<file path="config.mk">
export PLATFORM = sky130hd
export DESIGN_NAME = ubt_top
export DESIGN_NICKNAME = d
export VERILOG_FILES = /design/src/hw/ubt_pkg.sv /design/src/hw/ubt_buf.sv /design/src/hw/ubt_top.sv
export VERILOG_INCLUDE_DIRS = /design/src /design/src/hw
export SDC_FILE = /design/constraint.sdc
export NUM_CORES = 1
export LEC_CHECK = 0
export ABC_AREA = 1
export BUFFER_PORTS_ARGS = -buffer_cell sky130_fd_sc_hd__clkbuf_2
export CAP_MARGIN = 20
export CORE_UTILIZATION = 40
export DETAILED_ROUTE_END_ITERATION = 12
export SLEW_MARGIN = 20
export SYNTH_ARGS = -nofsm -noshare
export SYNTH_HDL_FRONTEND = slang
export SYNTH_SLANG_ARGS = --single-unit
</file>
<file path="constraint.sdc">
create_clock -name clk -period 3 [get_ports clk]
set_clock_uncertainty 0.05 [all_clocks]
set_input_delay 0.6 -clock clk [delete_from_list [all_inputs] [get_ports clk]]
set_output_delay 0.6 -clock clk [all_outputs]
set_load 0.05 [all_outputs]
</file>
<file path="src/hw/ubt_defines.svh">
// Timing constants of the UART bit-timing block.
`ifndef UBT_DEFINES_SVH
`define UBT_DEFINES_SVH
`define UBT_TICKS_PER_BIT 4'h0_F
`define UBT_HALF_BIT 4'h0_7
`define UBT_DATA_BITS 3'h7
`define UBT_DIV_W 16
`define UBT_DIV_DEFAULT 16'h0_005
`define UBT_LINE_IDLE 1'b1
// Enabled edges already counted when the stop bit is sampled on the next one.
`define UBT_STOP_AGE 8'h97
`define UBT_BUF_DEPTH 2
`endif

</file>
<file path="src/hw/ubt_pkg.sv">
// Types shared by the UART bit-timing block.
package ubt_pkg;
	typedef enum logic [1:0] {
		UBT_IDLE = 2'b00,
		UBT_START = 2'b01,
		UBT_DATA = 2'b11,
		UBT_STOP = 2'b10
	} ubt_state_t;
	typedef struct packed {
		logic valid;
		logic [7:0] data;
	} ubt_byte_t;
endpackage : ubt_pkg

</file>
<file path="src/hw/ubt_buf.sv">
// Two-entry buffer with valid and ready on both sides.
`timescale 1ns/100ps
`default_nettype none
`include "ubt_defines.svh"
module ubt_buf (
	input wire logic clk,
	input wire logic reset_n,
	input wire ubt_pkg::ubt_byte_t in_word,
	output logic in_ready,
	output ubt_pkg::ubt_byte_t out_word,
	input wire logic out_ready
);
	import ubt_pkg::*;
	logic [7:0] mem_reg [`UBT_BUF_DEPTH];
	logic [7:0] mem_next [`UBT_BUF_DEPTH];
	logic wptr_reg, wptr_next, rptr_reg, rptr_next;
	logic [1:0] cnt_reg, cnt_next;
	logic push, pop;
	always_comb begin
		push = in_word.valid && (cnt_reg != 2'h2);
		pop = out_ready && (cnt_reg != 2'h0);
		wptr_next = wptr_reg ^ push;
		rptr_next = rptr_reg ^ pop;
		cnt_next = cnt_reg + {1'b0, push} - {1'b0, pop};
		mem_next = mem_reg;
		if (push) begin
			mem_next[wptr_reg] = in_word.data;
		end
	end
	always_ff @(posedge clk or negedge reset_n) begin
		if (!reset_n) begin
			wptr_reg <= 1'b0;
			rptr_reg <= 1'b0;
			cnt_reg <= 2'h0;
			for (int i = 0; i < `UBT_BUF_DEPTH; i++) begin
				mem_reg[i] <= 8'h00;
			end
		end else begin
			wptr_reg <= wptr_next;
			rptr_reg <= rptr_next;
			cnt_reg <= cnt_next;
			mem_reg <= mem_next;
		end
	end
	always_comb begin
		in_ready = (cnt_reg != 2'h2);
		out_word.valid = (cnt_reg != 2'h0);
		out_word.data = mem_reg[rptr_reg];
	end
endmodule : ubt_buf
`default_nettype wire

</file>
<file path="src/hw/ubt_top.sv">
// UART bit timing: baud enable divider, transmitter and receiver.
`timescale 1ns/100ps
`default_nettype none
`include "ubt_defines.svh"
module ubt_top (
	input wire logic clk,
	input wire logic reset_n,
	input wire logic [`UBT_DIV_W-1:0] div_value,
	input wire logic div_load,
	input wire ubt_pkg::ubt_byte_t tx_word,
	output logic tx_ready,
	output logic serial_out,
	input wire logic serial_in,
	output ubt_pkg::ubt_byte_t rx_word,
	input wire logic rx_ready,
	output logic baud_en
);
	import ubt_pkg::*;

	// Baud enable divider.
	logic [`UBT_DIV_W-1:0] div_reg, div_next, dcnt_reg, dcnt_next;
	logic baud_en_next;
	always_comb begin
		div_next = div_load ? div_value : div_reg;
		dcnt_next = dcnt_reg + 16'h0001;
		baud_en_next = 1'b0;
		if (div_load) begin
			dcnt_next = 16'h0000;
		end else if (dcnt_reg >= div_reg) begin
			dcnt_next = 16'h0000;
			baud_en_next = 1'b1;
		end
	end
	always_ff @(posedge clk or negedge reset_n) begin
		if (!reset_n) begin
			div_reg <= `UBT_DIV_DEFAULT;
			dcnt_reg <= 16'h0000;
			baud_en <= 1'b0;
		end else begin
			div_reg <= div_next;
			dcnt_reg <= dcnt_next;
			baud_en <= baud_en_next;
		end
	end

	// Transmitter.
	ubt_state_t tx_st_reg, tx_st_next;
	logic [3:0] tx_tick_reg, tx_tick_next;
	logic [2:0] tx_bit_reg, tx_bit_next;
	logic [7:0] tx_sh_reg, tx_sh_next;
	logic tx_out_next, tx_ready_next;
	always_comb begin
		tx_st_next = tx_st_reg;
		tx_tick_next = tx_tick_reg;
		tx_bit_next = tx_bit_reg;
		tx_sh_next = tx_sh_reg;
		tx_out_next = serial_out;
		tx_ready_next = 1'b0;
		case (tx_st_reg)
			UBT_IDLE: begin
				tx_out_next = `UBT_LINE_IDLE;
				tx_ready_next = !tx_ready;
				if (tx_ready && tx_word.valid) begin
					tx_sh_next = tx_word.data;
					tx_tick_next = 4'h0;
					tx_out_next = 1'b0;
					tx_st_next = UBT_START;
					tx_ready_next = 1'b0;
				end
			end
			default: begin
				if (baud_en) begin
					tx_tick_next = tx_tick_reg + 4'h1;
					if (tx_tick_reg == `UBT_TICKS_PER_BIT) begin
						tx_tick_next = 4'h0;
						case (tx_st_reg)
							UBT_START: begin
								tx_st_next = UBT_DATA;
								tx_bit_next = 3'h0;
								tx_out_next = tx_sh_reg[0];
								tx_sh_next = {1'b0, tx_sh_reg[7:1]};
							end
							UBT_DATA: begin
								if (tx_bit_reg == `UBT_DATA_BITS) begin
									tx_st_next = UBT_STOP;
									tx_out_next = 1'b1;
								end else begin
									tx_bit_next = tx_bit_reg + 3'h1;
									tx_out_next = tx_sh_reg[0];
									tx_sh_next = {1'b0, tx_sh_reg[7:1]};
								end
							end
							default: begin
								tx_st_next = UBT_IDLE;
								tx_out_next = `UBT_LINE_IDLE;
							end
						endcase
					end
				end
			end
		endcase
	end
	always_ff @(posedge clk or negedge reset_n) begin
		if (!reset_n) begin
			tx_st_reg <= UBT_IDLE;
			tx_tick_reg <= 4'h0;
			tx_bit_reg <= 3'h0;
			tx_sh_reg <= 8'h00;
			serial_out <= 1'b1;
			tx_ready <= 1'b0;
		end else begin
			tx_st_reg <= tx_st_next;
			tx_tick_reg <= tx_tick_next;
			tx_bit_reg <= tx_bit_next;
			tx_sh_reg <= tx_sh_next;
			serial_out <= tx_out_next;
			tx_ready <= tx_ready_next;
		end
	end

	// Receiver synchroniser; the first flop feeds only the second.
	logic sync1_reg, sync2_reg, prev_reg;
	always_ff @(posedge clk or negedge reset_n) begin
		if (!reset_n) begin
			sync1_reg <= 1'b1;
			sync2_reg <= 1'b1;
			prev_reg <= 1'b1;
		end else begin
			sync1_reg <= serial_in;
			sync2_reg <= sync1_reg;
			prev_reg <= sync2_reg;
		end
	end

	ubt_state_t rx_st_reg, rx_st_next;
	logic [3:0] rx_tick_reg, rx_tick_next;
	logic [2:0] rx_bit_reg, rx_bit_next;
	logic [7:0] rx_sh_reg, rx_sh_next;
	ubt_byte_t rx_push;
	logic rx_in_ready;
	always_comb begin
		rx_st_next = rx_st_reg;
		rx_tick_next = rx_tick_reg;
		rx_bit_next = rx_bit_reg;
		rx_sh_next = rx_sh_reg;
		rx_push.valid = 1'b0;
		rx_push.data = rx_sh_reg;
		case (rx_st_reg)
			UBT_IDLE: begin
				if (prev_reg && !sync2_reg) begin
					rx_tick_next = 4'h0;
					rx_st_next = UBT_START;
				end
			end
			UBT_START: begin
				if (baud_en) begin
					rx_tick_next = rx_tick_reg + 4'h1;
					if (rx_tick_reg == `UBT_HALF_BIT) begin
						rx_tick_next = 4'h0;
						rx_bit_next = 3'h0;
						rx_st_next = sync2_reg ? UBT_IDLE : UBT_DATA;
					end
				end
			end
			UBT_DATA: begin
				if (baud_en) begin
					rx_tick_next = rx_tick_reg + 4'h1;
					if (rx_tick_reg == `UBT_TICKS_PER_BIT) begin
						rx_tick_next = 4'h0;
						rx_sh_next = {sync2_reg, rx_sh_reg[7:1]};
						rx_bit_next = rx_bit_reg + 3'h1;
						if (rx_bit_reg == `UBT_DATA_BITS) begin
							rx_st_next = UBT_STOP;
						end
					end
				end
			end
			default: begin
				if (baud_en) begin
					rx_tick_next = rx_tick_reg + 4'h1;
					if (rx_tick_reg == `UBT_TICKS_PER_BIT) begin
						rx_tick_next = 4'h0;
						rx_push.valid = sync2_reg && rx_in_ready;
						rx_st_next = UBT_IDLE;
					end
				end
			end
		endcase
	end
	always_ff @(posedge clk or negedge reset_n) begin
		if (!reset_n) begin
			rx_st_reg <= UBT_IDLE;
			rx_tick_reg <= 4'h0;
			rx_bit_reg <= 3'h0;
			rx_sh_reg <= 8'h00;
		end else begin
			rx_st_reg <= rx_st_next;
			rx_tick_reg <= rx_tick_next;
			rx_bit_reg <= rx_bit_next;
			rx_sh_reg <= rx_sh_next;
		end
	end

	ubt_byte_t buf_out;
	ubt_buf u_buf (
		.clk(clk),
		.reset_n(reset_n),
		.in_word(rx_push),
		.in_ready(rx_in_ready),
		.out_word(buf_out),
		.out_ready(rx_ready && rx_word.valid)
	);
	// The buffer head is re-registered; a pop takes effect as the word leaves.
	always_ff @(posedge clk or negedge reset_n) begin
		if (!reset_n) begin
			rx_word <= '0;
		end else begin
			rx_word <= (rx_ready && rx_word.valid) ? '0 : buf_out;
		end
	end

	// Counts enabled edges of a receive character from the falling edge.
	logic [7:0] rx_age_reg;
	always_ff @(posedge clk or negedge reset_n) begin
		if (!reset_n) begin
			rx_age_reg <= 8'h00;
		end else if (rx_st_reg == UBT_IDLE) begin
			rx_age_reg <= 8'h00;
		end else if (baud_en) begin
			rx_age_reg <= rx_age_reg + 8'h01;
		end
	end
endmodule : ubt_top
`default_nettype wire

</file>
# After elaboration in Yosys (flattened, before gate mapping)
# Index checks and enable logic that the tools add are counted.
# Widths: inputs -> output; s select.
# op_classes
n_addsub,7
order_cmp,4
eq_ne,20
mux,61
bitwise_logic,5
reduce_logical,29
# ops
operator,n
$mux 8,9
$mux 4,9
$mux 16,2
$mux 2,14
$ne 2x2->1 const B,9
$add 16x1->16 const B,1
$bwmux 16,1
$ge 16x16->1,1
$pmux 8 s2,1
$mux 3,5
$reduce_and 5->1,3
$mux 1,12
$pmux 3 s2,2
$reduce_bool 2->1,6
$mux 9,1
$add 4x1->4 const B,2
$demux 8 s1,1
$eq 4x4->1 const B,2
$pmux 4 s2,1
$reduce_and 8->1,1
$logic_and 1x1->1,7
$add 3x1->3 const B,2
$eq 3x3->1 const B,2
$ne 3x2->1 const B,2
20 further kinds,30
# word_totals
regBits,101
input_bits,30
output_inout_bits,12
wordCells,149

# Longest topological paths before layout
# depth
word_depth,8
depth_mapped,13
depth_no_buf,12

# Cells and area by module
# Synthesis repeated with hierarchy kept, for this count alone.
# hier_totals
cells_unflattened,563
area_unflattened_um2,4912.2
# modules_own_cells
module,instances,cells_per_inst,area_each_um2
ubt_top,1,448,3953.8
ubt_buf,1,115,958.4

# Worst setup path after synthesis
# No wires, ideal clock.
# synth_path
path_type,flip-flop to flip-flop
from,register baud_en
to,register u_buf.mem_reg[14] in the netlist's numbering
t_arrival_ns,1.831
setup_slack_ns,1.041
path_stages_with_launch,7
path_buffers,1
synth_period_minus_slack_ns,1.959
cell_sequence,dfrtp_1 -> inv_2 -> nor3_1 -> ha_1 -> clkbuf_1 -> nor2_1 -> a21oi_1
# synth_between
elab_chain_cells,3
# synth_lines
item,line_no,rtl
start: declaration,ubt_top.sv:16,output logic baud_en
start signal: assignment,ubt_top.sv:42,baud_en <= baud_en_next;
$mux 1,ubt_top.sv:179,if (baud_en) begin
$mux 1,ubt_top.sv:148,case (rx_st_reg)
$logic_and 1x1->1,ubt_buf.sv:20,push = in_word.valid && (cnt_reg != 2'h2);
end signal: assignment,ubt_buf.sv:42,mem_reg <= mem_next;
end: declaration,ubt_buf.sv:14,logic [7:0] mem_reg [`UBT_BUF_DEPTH];
# No other way between the ends.
# A chain may end at the register's enable or synchronous reset.

# Worst setup path after layout
# layout_path
from,register rx_st_reg[1]
to,register u_buf.mem_reg[8] in the netlist's numbering
# layout_between
elab_chain_cells,4
elab_cells_between_ends,6
cone_classes,eq/ne: 2; mux: 1; reduce/logical: 3
# layout_lines
item,line_no,rtl
start: declaration,ubt_top.sv:135,"ubt_state_t rx_st_reg, rx_st_next;"
start signal: assignment,ubt_top.sv:197,rx_st_reg <= rx_st_next;
$eq 2x2->1 (tied with other cells),ubt_top.sv:148,
$reduce_or 3->1 (no line) (*),-,
$mux 1 (*),ubt_top.sv:148,
$logic_and 1x1->1 (*),ubt_buf.sv:20,
# Mark *: on every way between the ends. The rest lies on a longest branch, timed or not.

==> reports/qor.yml <==
grt_setup_unrepaired: "no"
syn2layout_area_growth_pct: 13.7
syn_nets: 580
cts_root_buf: "clkbuf_16"
path_class: "flop to flop"
core_area_um2: 11600
fp.dieH_um: 111
post-route-period-util_pct: 68.1
fin_crit_ns: 2.04
crit_path_cell_trace: "o2111ai_1, nor3_1, ha_1, buf_4, mux2_2"
synth_area_leaders: "dfrtp_1, nand2_1, ha_1"
grt-ovfl-total: 0
hold_buffers: 0
cts-resized-gates: 0
fin_tns_setup_ns: 0
clock_sinks: 101
worstSetupEndpointType: "flop"
htreeDepth: 3
status: "complete, but fails checks"
drt-initial-drc-count: 138
yosysWarnings: 0
synth_common_cells: "nand2_1, dfrtp_1, inv_1, nor2_1, o21ai_0"
ys.flop_type: "dfrtp_1"
cts_tree: "built"
routed_via_density: 4.84
synth_top_area_share_pct: 49.6
dr.pass1.iters: 10
fin_util_pct: 47.1
switching_share_pct: 32.9
postRouteAntennaNets: 0
nNetsFinal: 624
gp_congestion: 0.818
postPlaceCellArea_um2: 5150
violations: "design-rule violations"
drv_slew: 0
hold_path.class: "primary input to async pin"
fillers: 1090
cp.arrival_ns: 2.22
wl_um: 8670
yosysUniqueCellTypes: 34
post-place-ws_ns: 0.977
die_w_um: 111
postCtsSetupRepairBufs: 0
clk_path_buf_depth: 2
synthArstFlopShare_pct: 100
die-area_um2: 12400
clk_latency_ns: 0.34
met2_usage_pct: 26.2
p_comb_share_pct: 21.7
worstPathMaxFanout: 15
busiest_layer: "met2"
antenna_found_initial: 0
pwr-share-seq_pct: 46.3
wire_per_inst_um: 12.1
avgSynthCellArea_um2: 9.16
use_met1_pct: 18.9
cts_buffers: 9
total_leakage_power_nw: 2.68
maxCapViolations: 0
ir_drop_mv: 0.325
crit_path_start_kind: "flop"
clock.fmax_mhz: 489
power_switching_w: 0.00121
netlist_area_um2: 4790
cp.required_ns: 3.18
rrSetupSlack_ns: 0.96
slowest_stage: "dfrtp_1"
layout_setup_ws_ns: 0.956
io_buffer_count: 41
worstReg2RegEnd: "u_buf.mem_reg[8]"
regToRegStartpoint: "rx_st_reg[1]"
met3_usage_pct: 3.81
io-pin-count: 42
relSlewSlack_pct: 62.5
p_per_area_nw_per_um2: 673
r2r_cells: 5
grt_pass1_vias: 3331
p_clk_share_pct: 32.0
synth-seq-cells: 101
path_clk_slew_ns: 0.07
drive_above_1_share_pct: 16.6
hold_viol_final: 0
num_rows: 39
yosysMostFrequentCell: "nand2_1"
final_area_um2: 5450
antenna_cells: 0
route.detailed.drc: 4
netlist_instances: 523
synth-edff-count: 0
track_usage_pct: 15.4
internal-power_w: 0.00246
yosysTopAreaCell: "dfrtp_1"
vias: 3459
hpwl_um: 6100
yosysSeqAreaShare_pct: 52.9
cpPeakStageDelay_ns: 0.59
setup_violations: 0
grt_max_degree: 50
tightest_slew_ns: 0.563
initial_utilization_pct: 41.4
grt_first_pass_wirelength_um: 15200
-- power by group through the flow --
stage               Sequential [W]  Clock (W)  Combinational, W
floorplan                  0.00189          0          0.000421
detailed placement         0.00172          0          0.000801
CTS                        0.00170    0.00122          0.000806
finish                     0.00170    0.00117          0.000795
global placement           0.00171          0          0.000782
global route               0.00172    0.00128          0.000883
-- worst max-delay path: cells and delay by family (launching register included) --
| kind | cells | cell delay [ns] |
|---|---|---|
| DFF | 1 | 0.59 |
| muxes | 1 | 0.36 |
| and+or+nand+nor | 1 | 0.32 |
| adders and majority gates | 1 | 0.21 |
| AOI/OAI and AO/OA | 1 | 0.20 |
| buffers and inverters | 1 | 0.20 |
-- area by class of cell --
class                   count  area (um^2)  area share [%]
flip-flops and latches    101         2530            46.5
multi-input cells         335         1910            35.0
inverters                  76          285            5.24
clock buffers              11          243            4.45
repair buffers             44          243            4.45
well taps                 143          179            3.28
clock inverters             5         58.8            1.08
-- through the flow --
step,total power [W],std cells,hold WS (ns)
6_report,0.00367,715,0.0578
5_1_grt,0.00388,715,0.0502
4_1_cts,0.00373,715,0.0480
3_5_place_dp,0.00252,699,0.310
3_3_place_gp,0.00250,699,0.310
2_1_floorplan,0.00232,523,0.254
-- layout by cell type (no fill, tap or decap), types with 2 or more instances in the layout --
master      count
dfrtp_1        95
nor2_4          3
nand4_1         3
o21ai_2         9
nand2_2         2
nor3_1          7
buf_4           3
o211ai_1        5
o21ai_0        38
dfstp_2         6
nand2_1       102
xor2_1         13
inv_2           8
nor2_1         45
clkinvlp_4      2
a21oi_2         2
o22ai_1         2
nand3_2         2
clkbuf_2       40
nand3_1        18
a31oi_1         2
xnor2_1         7
inv_1          68
clkbuf_16       9
a21oi_1        29
o21ai_1        11
ha_1           27
-- how the worst max path moves through the flow --
stage,start,to,slack [ns]
after floorplan,baud_en,u_buf.mem_reg[14],1.04
after global placement,rx_st_reg[1],u_buf.mem_reg[8],1.07
after detailed placement,rx_st_reg[1],u_buf.mem_reg[8],0.98
after CTS,rx_st_reg[1],u_buf.mem_reg[5],0.91
after global routing,rx_st_reg[1],u_buf.mem_reg[6],0.70
final,rx_st_reg[1],u_buf.mem_reg[8],0.96
-- cells by family after synthesis --
logic type	synth area share, %
simple gates	16.7
fa+ha+maj	7.05
mux	0.235
buf+inv	7.34
compound gates	12.1
xor+xnor	3.66
flops	52.9
-- routing by layer --
metal / wire, um / share of wire [%]
met5: 0 / 0
met4: 87 / 1.0
met3: 264 / 3.0
met2: 4250 / 49
met1: 4070 / 47
Note: power is estimated with default switching activity, not from simulation.
